### src/design/step_select_defs.svh
// step_select_defs.svh: selection codes and block codes of one logic step
// assumes: included by the package and the step modules, definitions only
`ifndef STEP_SELECT_DEFS_SVH
`define STEP_SELECT_DEFS_SVH

`define SEL_W 14
`define GP_FIRST 14'd0
`define GP_LAST 14'd105
`define GP_UNIVERSAL_DO 14'd27
`define GP_LOGIC_OUT_FIRST 14'd111
`define GP_LOGIC_OUT_LAST 14'd120
`define NEG_OFFSET 14'd1000
`define STEP_FIRST 14'd2001
`define STEP_LAST 14'd2200
`define STEP_COUNT 200
`define TERM_GEN_FIRST 14'd4001
`define TERM_GEN_LAST 14'd4005
`define TERM_FWD 14'd4010
`define TERM_REV 14'd4011
`define TERM_OPT_FIRST 14'd4021
`define TERM_OPT_LAST 14'd4033
`define STAT_FIRST 14'd6000
`define STAT_LAST 14'd6006
`define STAT_ALARM 14'd6007
`define BAND_STEP 14'd2000
`define BAND_TERM 14'd4000
`define BAND_STAT 14'd6000
`define BAND_TOP 14'd8000
`define GP_COUNT 106
`define GEN_TERM_COUNT 5
`define OPT_TERM_COUNT 13
`define STAT_COUNT 7
`define BLOCK_W 8
`define BLOCK_SETP_FIRST 8'd50
`define BLOCK_SETP_LAST 8'd55
`define BLOCK_RSTP_FIRST 8'd60
`define BLOCK_RSTP_LAST 8'd65
`define OUT_RESET 1'b0

`endif

### src/design/step_select_pkg.sv
// step_select_pkg: types shared by the logic step modules
// assumes: step_select_defs.svh is on the include path
package step_select_pkg;
`include "step_select_defs.svh"

    typedef logic [`SEL_W-1:0] sel_code_t;

    typedef enum logic [1:0] {
        FF_NONE,
        FF_SET_PRIO,
        FF_RESET_PRIO
    } ff_mode_e;

    // the pool of signals a step input may choose from
    typedef struct packed {
        logic [`GP_COUNT-1:0] gp_out;
        logic [`STEP_COUNT-1:0] step_out;
        logic [`GEN_TERM_COUNT-1:0] gen_term;
        logic fwd_term;
        logic rev_term;
        logic [`OPT_TERM_COUNT-1:0] opt_term;
        logic [`STAT_COUNT-1:0] status;
        logic alarm_present;
    } signal_pool_s;

    typedef struct packed {
        logic in_one;
        logic in_two;
        logic out;
        ff_mode_e mode;
        logic mode_ok;
    } step_state_s;

endpackage : step_select_pkg

### src/design/step_input_mux.sv
// step_input_mux: picks one pool signal from a selection code
// assumes: pool sampled on sys_clk, code held static between edits
`timescale 1ns/100ps
`include "step_select_defs.svh"
module step_input_mux
    import step_select_pkg::*;
(
    input wire signal_pool_s pool,
    input wire sel_code_t code,
    output logic sel_bit
);
    sel_code_t base;
    logic neg;
    logic raw;
    logic [`SEL_W-1:0] idx;

    always_comb begin
        neg = 1'b0;
        base = code;
        // the whole odd thousand of every band is the twin, so undefined twins read ON
        if ((code >= `NEG_OFFSET && code < `BAND_STEP)
            || (code >= `BAND_STEP + `NEG_OFFSET && code < `BAND_TERM)
            || (code >= `BAND_TERM + `NEG_OFFSET && code < `BAND_STAT)
            || (code >= `BAND_STAT + `NEG_OFFSET && code < `BAND_TOP)) begin
            neg = 1'b1;
            base = code - `NEG_OFFSET;
        end
        raw = 1'b0; // unknown codes read OFF unless in an odd thousand below 8000
        idx = '0;
        if (base <= `GP_LAST) begin
            if (base != `GP_UNIVERSAL_DO) begin
                raw = pool.gp_out[base[6:0]];
            end
        end else if (base >= `STEP_FIRST && base <= `STEP_LAST) begin
            idx = base - `STEP_FIRST;
            raw = pool.step_out[idx[7:0]];
        end else if (base >= `TERM_GEN_FIRST && base <= `TERM_GEN_LAST) begin
            idx = base - `TERM_GEN_FIRST;
            raw = pool.gen_term[idx[2:0]];
        end else if (base == `TERM_FWD) begin
            raw = pool.fwd_term;
        end else if (base == `TERM_REV) begin
            raw = pool.rev_term;
        end else if (base >= `TERM_OPT_FIRST && base <= `TERM_OPT_LAST) begin
            idx = base - `TERM_OPT_FIRST;
            raw = pool.opt_term[idx[3:0]];
        end else if (base >= `STAT_FIRST && base <= `STAT_LAST) begin
            idx = base - `STAT_FIRST;
            raw = pool.status[idx[2:0]];
        end else if (base == `STAT_ALARM) begin
            raw = ~pool.alarm_present;
        end else if (base >= `GP_LOGIC_OUT_FIRST && base <= `GP_LOGIC_OUT_LAST) begin
            raw = 1'b0;
        end
        // codes 106..110 have no signal behind them and stay OFF
        sel_bit = raw ^ neg;
    end
endmodule : step_input_mux

### src/design/custom_logic_step_select.sv
// custom_logic_step_select: one flip-flop step of the customizable logic
// assumes: task_tick pulses once per task cycle, synchronous to sys_clk
`timescale 1ns/100ps
`include "step_select_defs.svh"

// What this block does
// - set priority: input one wins, else input two resets, else hold
// - reset priority: input two wins, else input one sets, else hold
// - low codes pick general drive outputs
// - code plus 1000 gives inverted signal
// - universal digital output code not selectable
// - logic output codes 111..120 not selectable
// - codes 2001..2200 pick step outputs
// - terminal codes pick terminals and option inputs
// - status codes pick run and state flags
// - alarm code reads ON with no alarm
// - block codes 50..55/60..65 pick flip-flop modes
module custom_logic_step_select
    import step_select_pkg::*;
(
    input wire logic sys_clk,
    input wire logic rstn,
    input wire logic task_tick,
    input wire logic [`BLOCK_W-1:0] block_select,
    input wire sel_code_t input_one_select,
    input wire sel_code_t input_two_select,
    input wire signal_pool_s pool,
    output logic step_out,
    output logic in_one_seen,
    output logic in_two_seen,
    output logic mode_valid
);
    step_state_s state_r;
    step_state_s state_nxt;
    logic sel_one;
    logic sel_two;

    step_input_mux u_mux_one (
        .pool(pool),
        .code(input_one_select),
        .sel_bit(sel_one)
    );

    step_input_mux u_mux_two (
        .pool(pool),
        .code(input_two_select),
        .sel_bit(sel_two)
    );

    ////////////////////////////////////////////////////////////////////////////

    always_comb begin
        state_nxt = state_r;
        if (block_select >= `BLOCK_SETP_FIRST && block_select <= `BLOCK_SETP_LAST) begin
            state_nxt.mode = FF_SET_PRIO;
            state_nxt.mode_ok = 1'b1;
        end else if (block_select >= `BLOCK_RSTP_FIRST
                     && block_select <= `BLOCK_RSTP_LAST) begin
            state_nxt.mode = FF_RESET_PRIO;
            state_nxt.mode_ok = 1'b1;
        end else begin
            state_nxt.mode = FF_NONE;
            state_nxt.mode_ok = 1'b0;
        end
        if (task_tick) begin
            state_nxt.in_one = sel_one;
            state_nxt.in_two = sel_two;
            unique case (state_nxt.mode)
                FF_SET_PRIO: begin
                    if (sel_one) begin
                        state_nxt.out = 1'b1;
                    end else if (sel_two) begin
                        state_nxt.out = 1'b0;
                    end
                end
                FF_RESET_PRIO: begin
                    if (sel_two) begin
                        state_nxt.out = 1'b0;
                    end else if (sel_one) begin
                        state_nxt.out = 1'b1;
                    end
                end
                FF_NONE: begin
                    state_nxt.out = `OUT_RESET;
                end
            endcase
        end
    end

    always_ff @(posedge sys_clk or negedge rstn) begin
        if (!rstn) begin
            state_r <= '{in_one: 1'b0, in_two: 1'b0, out: `OUT_RESET, mode: FF_NONE,
                         mode_ok: 1'b0};
        end else begin
            state_r <= state_nxt;
        end
    end

    ////////////////////////////////////////////////////////////////////////////

    assign step_out = state_r.out;
    assign in_one_seen = state_r.in_one;
    assign in_two_seen = state_r.in_two;
    assign mode_valid = state_r.mode_ok;

endmodule : custom_logic_step_select

### config.mk
export PLATFORM = sky130hd
export DESIGN_NAME = custom_logic_step_select
export DESIGN_NICKNAME = d
export VERILOG_FILES = /design/src/design/step_select_pkg.sv /design/src/design/step_input_mux.sv /design/src/design/custom_logic_step_select.sv
export VERILOG_INCLUDE_DIRS = /design/src /design/src/design
export SDC_FILE = /design/constraint.sdc
export NUM_CORES = 1
export LEC_CHECK = 0
export BUFFER_PORTS_ARGS = -buffer_cell sky130_fd_sc_hd__buf_2
export CAP_MARGIN = 20
export CORE_AREA = 2 2 147 149
export CTS_CLUSTER_SIZE = 10
export DETAILED_ROUTE_END_ITERATION = 6
export DIE_AREA = 0 0 149 151
export GPL_ROUTABILITY_DRIVEN = 0
export PLACE_DENSITY = 0.71
export RECOVER_POWER = 100
export SLEW_MARGIN = 20
export SYNTH_ARGS = -nofsm -noshare
export SYNTH_HDL_FRONTEND = slang
export SYNTH_SLANG_ARGS = --single-unit
### constraint.sdc
create_clock -name sys_clk -period 1.1 [get_ports sys_clk]
set_input_delay 0.165 -clock sys_clk [delete_from_list [all_inputs] [get_ports sys_clk]]
set_output_delay 0.165 -clock sys_clk [all_outputs]
set_load 0.01 [all_outputs]
# After elaboration in Yosys (flattened, before gate mapping)
# Cells that the tools add are included.
[totals] reg_bits=4 input_bits=373 output_inout_bits=4 elab_cells=152
[classes] addsub=10 order_cmp=48 eq_ne=12 n_mux=49 n_bitwise=3 n_reduce_logical=26
[op_table] cell="greater-or-equal comparator 14 x 12 -> 1 bit (second input constant)" n=6
[op_table] cell="greater-or-equal comparator 14 x 13 -> 1 bit (second input constant)" n=6
[op_table] cell="less-or-equal comparator 14 x 12 -> 1 bit (second input constant)" n=6
[op_table] cell="== test 14 x 12 -> 1 bit (second input constant)" n=4
[op_table] cell="< comparator 14 x 13 -> 1 bit (second input constant)" n=4
[op_table] cell="two-way mux 1 bit" n=34
[op_table] cell="== test 14 x 13 -> 1 bit (second input constant)" n=2
[op_table] cell="greater-or-equal comparator 14 x 10 -> 1 bit (second input constant)" n=2
[op_table] cell="greater-or-equal comparator 14 x 11 -> 1 bit (second input constant)" n=2
[op_table] cell="less-or-equal comparator 14 x 13 -> 1 bit (second input constant)" n=2
[op_table] cell="less-or-equal comparator 14 x 7 -> 1 bit (second input constant)" n=2
[op_table] cell="< comparator 14 x 11 -> 1 bit (second input constant)" n=2
[op_table] cell="< comparator 14 x 12 -> 1 bit (second input constant)" n=2
[op_table] cell="two-way mux 14 bit" n=2
[op_table] cell="!= test 14 x 5 -> 1 bit (second input constant)" n=2
[op_table] cell="subtractor 14 x 10 -> 14 bit (second input constant)" n=2
[op_table] cell="logical AND 1 bit" n=18
[op_table] cell="< comparator 8 x 9 -> 1 bit (second input constant)" n=2
[op_table] cell="binary-select mux 1 bit (select 8 bit)" n=2
[op_table] cell="greater-or-equal comparator 8 x 6 -> 1 bit (second input constant)" n=2
[op_table] cell="< comparator 3 x 4 -> 1 bit (second input constant)" n=4
[op_table] cell="< comparator 7 x 8 -> 1 bit (second input constant)" n=2
[op_table] cell="subtractor 8 bit (second input constant)" n=2
[op_table] cell="binary-select mux 1 bit (select 7 bit)" n=2
[op_table] cell="17 further kinds" n=34

# Depth between registers and ports, before layout
[logic_depth] word_depth=20 ltp_mapped=19 depth_no_buf=15

# By module
# From an unflattened synthesis, not the netlist that was laid out.
[hier_totals] hier_cells=991 area_unflattened_um2=9225.1
[by_module_without_submodules] mod="step_input_mux (u_mux_two)" n_inst=1 cells_each=489 area_per_inst_um2=4590.7 seq_area_each_um2=0.0
[by_module_without_submodules] mod="step_input_mux (u_mux_one)" n_inst=1 cells_each=485 area_per_inst_um2=4434.3 seq_area_each_um2=0.0
[by_module_without_submodules] mod="custom_logic_step_select" n_inst=1 cells_each=17 area_per_inst_um2=200.2 seq_area_each_um2=100.1

# Worst setup path before layout
# Ideal clock, no wire load.
[synth_path] path_kind="input to register" start="input input_one_select[0]" end="register state_r, in the netlist step_out" setup_ns=0.124 arrival_time_ns=4.868 slack_ns=-3.892 cell_stages=17 cell_sequence="buf_4 buf_1 clkbuf_1 buf_2 inv_1 ha_1 clkbuf_1 clkbuf_1 mux4_2 mux4_2 nand4b_1 nand4_1 a221oi_1 nor2_1 or3_1 and2_0 a211o_1"
[synth_via] elab_chain_len=19 elab_cells_between_ends=64 classes_between="add/sub: 5; order compare: 17; eq/ne: 6; mux: 23; bitwise: 1; reduce/logical: 12"
[synth_rtl] element="start: declaration" line_no="custom_logic_step_select.sv:25" source="input wire sel_code_t input_one_select,"
[synth_rtl] element="branches (longest 16 deep; another with greater-or-equal comparator 14 x 10 -> 1 bit)"
[synth_rtl] element="bitwise XOR 1 bit (*)" line_no="step_input_mux.sv:56" source="sel_bit = raw ^ neg;"
[synth_rtl] element="!= test 3 bit (no source line) / two-way mux 1 bit (equally long branches)"
[synth_rtl] element="AND reduction 3 bit (no source line) / case mux 1 bit (3 select lines) (equally long branches)"
[synth_rtl] element="end signal: assignment" line_no="custom_logic_step_select.sv:92" source="state_r <= '{in_one: 1'b0, in_two: 1'b0, out: `OUT_RESET, mode: FF_NONE,"
[synth_rtl] element="end signal: assignment" line_no="custom_logic_step_select.sv:95" source="state_r <= state_nxt;"
[synth_rtl] element="end: declaration" line_no="custom_logic_step_select.sv:33" source="step_state_s state_r;"
# Every way passes the cells marked *. The select of a mux whose other input is x is not followed.
# A chain may end at the register's enable or synchronous reset.

# Worst setup path in the final report
[layout_path] start="input input_one_select[4]" end="register state_r, in the netlist step_out"
# The elaborated chain is that of the path after synthesis.

==> flow_metrics.tcl <==
set metrics [dict create \
    routedWlPerCell_microns 23.9 \
    wl_mm 44.8 \
    violations "setup timing" \
    path_class "primary input to register" \
    worst_pin_slew_ps 641 \
    place_hpwl_mm 35.3 \
    grt_max_degree 57 \
    clkTransAtPathRegs_ps 30 \
    fp.dieW_microns 149 \
    ys_seq_area_share_pct 1.09 \
    outcome "finished with violations" \
    hold_viol_final 0 \
    numClockSinks 4 \
    reg2reg_from "step_out" \
    grt_first_pass_wirelength_mm 66.5 \
    crit_arrival_ps 3920 \
    final.setup.worst_slack_ps -2710 \
    powerDensity_mw_per_mm2 619 \
    netlist_area_sq_mm 0.00920 \
    seqPwrFrac_pct 1.8 \
    fmax_mhz 262 \
    switching_share_pct 46.1 \
    syn_nets 1358 \
    clkLatencyLatePin_ps 230 \
    cp.required_ps 1210 \
    die_h_microns 151 \
    maxCapViolCount 0 \
    p_leak_uw 0.00644 \
    vias_per_cell 6.73 \
    core_area_sq_mm 0.0208 \
    ant_nets 0 \
    synth_cell_types 94 \
    switchingPower_uw 4390 \
    nets 1982 \
    layout_common_cells "buf_2, buf_4, mux4_2" \
    final.period_utilization_pct 347 \
    drc_errors 0 \
    m1WireLength_mm 16.2 \
    hold_path_class "primary input to register" \
    synthFlopType "dfrtp_1" \
    slew_viol_final 0 \
    wl_met2_mm 22.0 \
    rows 53 \
    netlist_top_cells_area "mux4_2, mux2i_1, nand2_1" \
    port_buffers 375 \
    final_common_cell "buf_2" \
    yosys.area.top_type "mux4_2" \
    fin_setup_tns_ps -7740 \
    slew-limit-headroom_pct 57.3 \
    critical_path.endpoint_type "register" \
    routed.top_layer "met5" \
    rsz0062_at_grt "true" \
    drt_pass1_iterations 6 \
    htreeDepth 1 \
    yosysTopAreaCellShare_pct 40.6 \
    crit_fanout 5 \
    syn_avg_cell_area_sq_um 9.48 \
    cp-startpoint "input_one_select[4]" \
    grt_pass1_vias 12400 \
    antenna_found_initial 5 \
    track_usage_pct 37.8 \
    drive_above_1_share_pct 67.0 \
    num_vias 12600 \
    fin_crit_ps 3810 \
    num_io_pins 377 \
    power_frac_comb_pct 92.1 \
    cts_tree "yes" \
    synth-seq-cells 4 \
    setup_viol 3 \
    cts_buffer_depth 2 \
    ys_async_sr_fraction_pct 100 \
    gr-total-overflow 0 \
    hold_ws_ps 306 \
    clockRootBuffer "clkbuf_16" \
    synth-edff-count 0 \
    finClkSkew_ps 0 \
    numCtsBuffers 3 \
    syn_inst 971 \
    ys_warn_count 0 \
    die_area_sq_mm 0.0225 \
    hp-start "task_tick" \
    clkPwrFrac_pct 6.0 \
    area_delta_synth_final_pct 66.9 \
    wl_met3_mm 4.85 \
    floorplan.initialDensity_pct 44.2 \
    ir_drop_uv 514 \
    intPower_uw 5120 \
    cp-start-kind "primary input" \
    drt_iter0_drc 1427 \
]
[flip-flops by register name, indices dropped and copies added (netlist names)]
signal,flops
in_two_seen,1
in_one_seen,1
step_out,1
mode_valid,1
[critical path, cell delays in order]
cell       delay [ps]
buf_12            110
clkinv_8           40
ha_4              100
or4b_4            470
a2111oi_4         360
buf_4             180
o21ai_4            70
nand3_4           140
mux2_4            370
buf_4             180
a2111oi_4         210
nor4_2             90
mux2_4            300
a211oi_4          270
nor3_2             80
or3_1             360
and2_1            150
a211o_1           260
[synthesized netlist by cell type, types with 17 or more instances]
cell type and n:
mux4_2 166, nand2_1 79, clkbuf_1 56, mux2i_1 53, nor2_1 53, a21oi_1 33
o21ai_0 30, nor3_1 29, a2111oi_0 25, nand3_1 25, inv_1 23, a21boi_0 20
o211ai_1 18, xnor2_1 18, o31ai_1 17
[cell families after synthesis]
kind of cell | count (synthesis) | synth area share (%)
AOI/OAI and AO/OA | 278 | 23.2
xor gates and xnor gates | 30 | 3.48
muxes | 228 | 47.5
adders and majority gates | 14 | 1.90
buffers and inverters | 121 | 5.86
and+or+nand+nor | 296 | 17.0
DFF | 4 | 1.09
[power by group through the flow]
| stage | clock [uW] | combinational (uW) | sequential [uW] |
|---|---|---|---|
| after floorplan | 0 | 4090 | 173 |
| after global placement | 0 | 7040 | 172 |
| after detailed placement | 0 | 7150 | 172 |
| after CTS | 578 | 8220 | 171 |
| after global routing | 587 | 9180 | 172 |
| final | 575 | 8760 | 172 |
[routing by layer]
layer,vias to the layer above,global-route usage [%]
met4,2,12.0
met5,-,0
met3,173,8.31
li1,5365,-
met2,928,65.2
met1,6121,47.2
[stage by stage]
| stage | power [uW] | util, % | cell area [sq um] | setup slack [ps] | cells |
|---|---|---|---|---|---|
| after global placement | 7220 | 64.8 | 13500 | -3100 | 1808 |
| after global routing | 9940 | 73.8 | 15400 | -2800 | 1871 |
| after floorplan | 4270 | - | 9540 | -2700 | 971 |
| final | 9510 | 73.8 | 15400 | -2710 | 1871 |
| after detailed placement | 7330 | 64.8 | 13500 | -3160 | 1808 |
| after CTS | 8970 | 71.5 | 14900 | -2670 | 1847 |
[final timing paths]
path / slack, ps / cells after the start / end
min in group asynchronous: 340 / 2 / step_out
worst min-delay path: 310 / 2 / in_two_seen
max in group asynchronous: 530 / 2 / in_two_seen
worst max-delay path: -2710 / 18 / step_out
worst max register to register: 60 / 3 / step_out
worst min register to register: 550 / 2 / in_two_seen
[area by class of cell]
type | instances | area, sq um
well taps | 275 | 344
fillers | 1471 | 5460
diodes | 3 | 7.51
flip-flops and latches | 4 | 100
inverters | 23 | 98.8
repair buffers | 716 | 4740
clock buffers | 3 | 75.1
multi-input cells | 847 | 9990
[repair_timing]
item,in CTS,in global routing
cloned,1,1
endpoints found under the setup margin,3,4
endpoints found under the hold margin,4,0
pin swaps,79,45
buffers inserted,35,21
resized for setup,183,72
hold buffers,1,0
No activity file was read; power rests on OpenSTA's default activity.
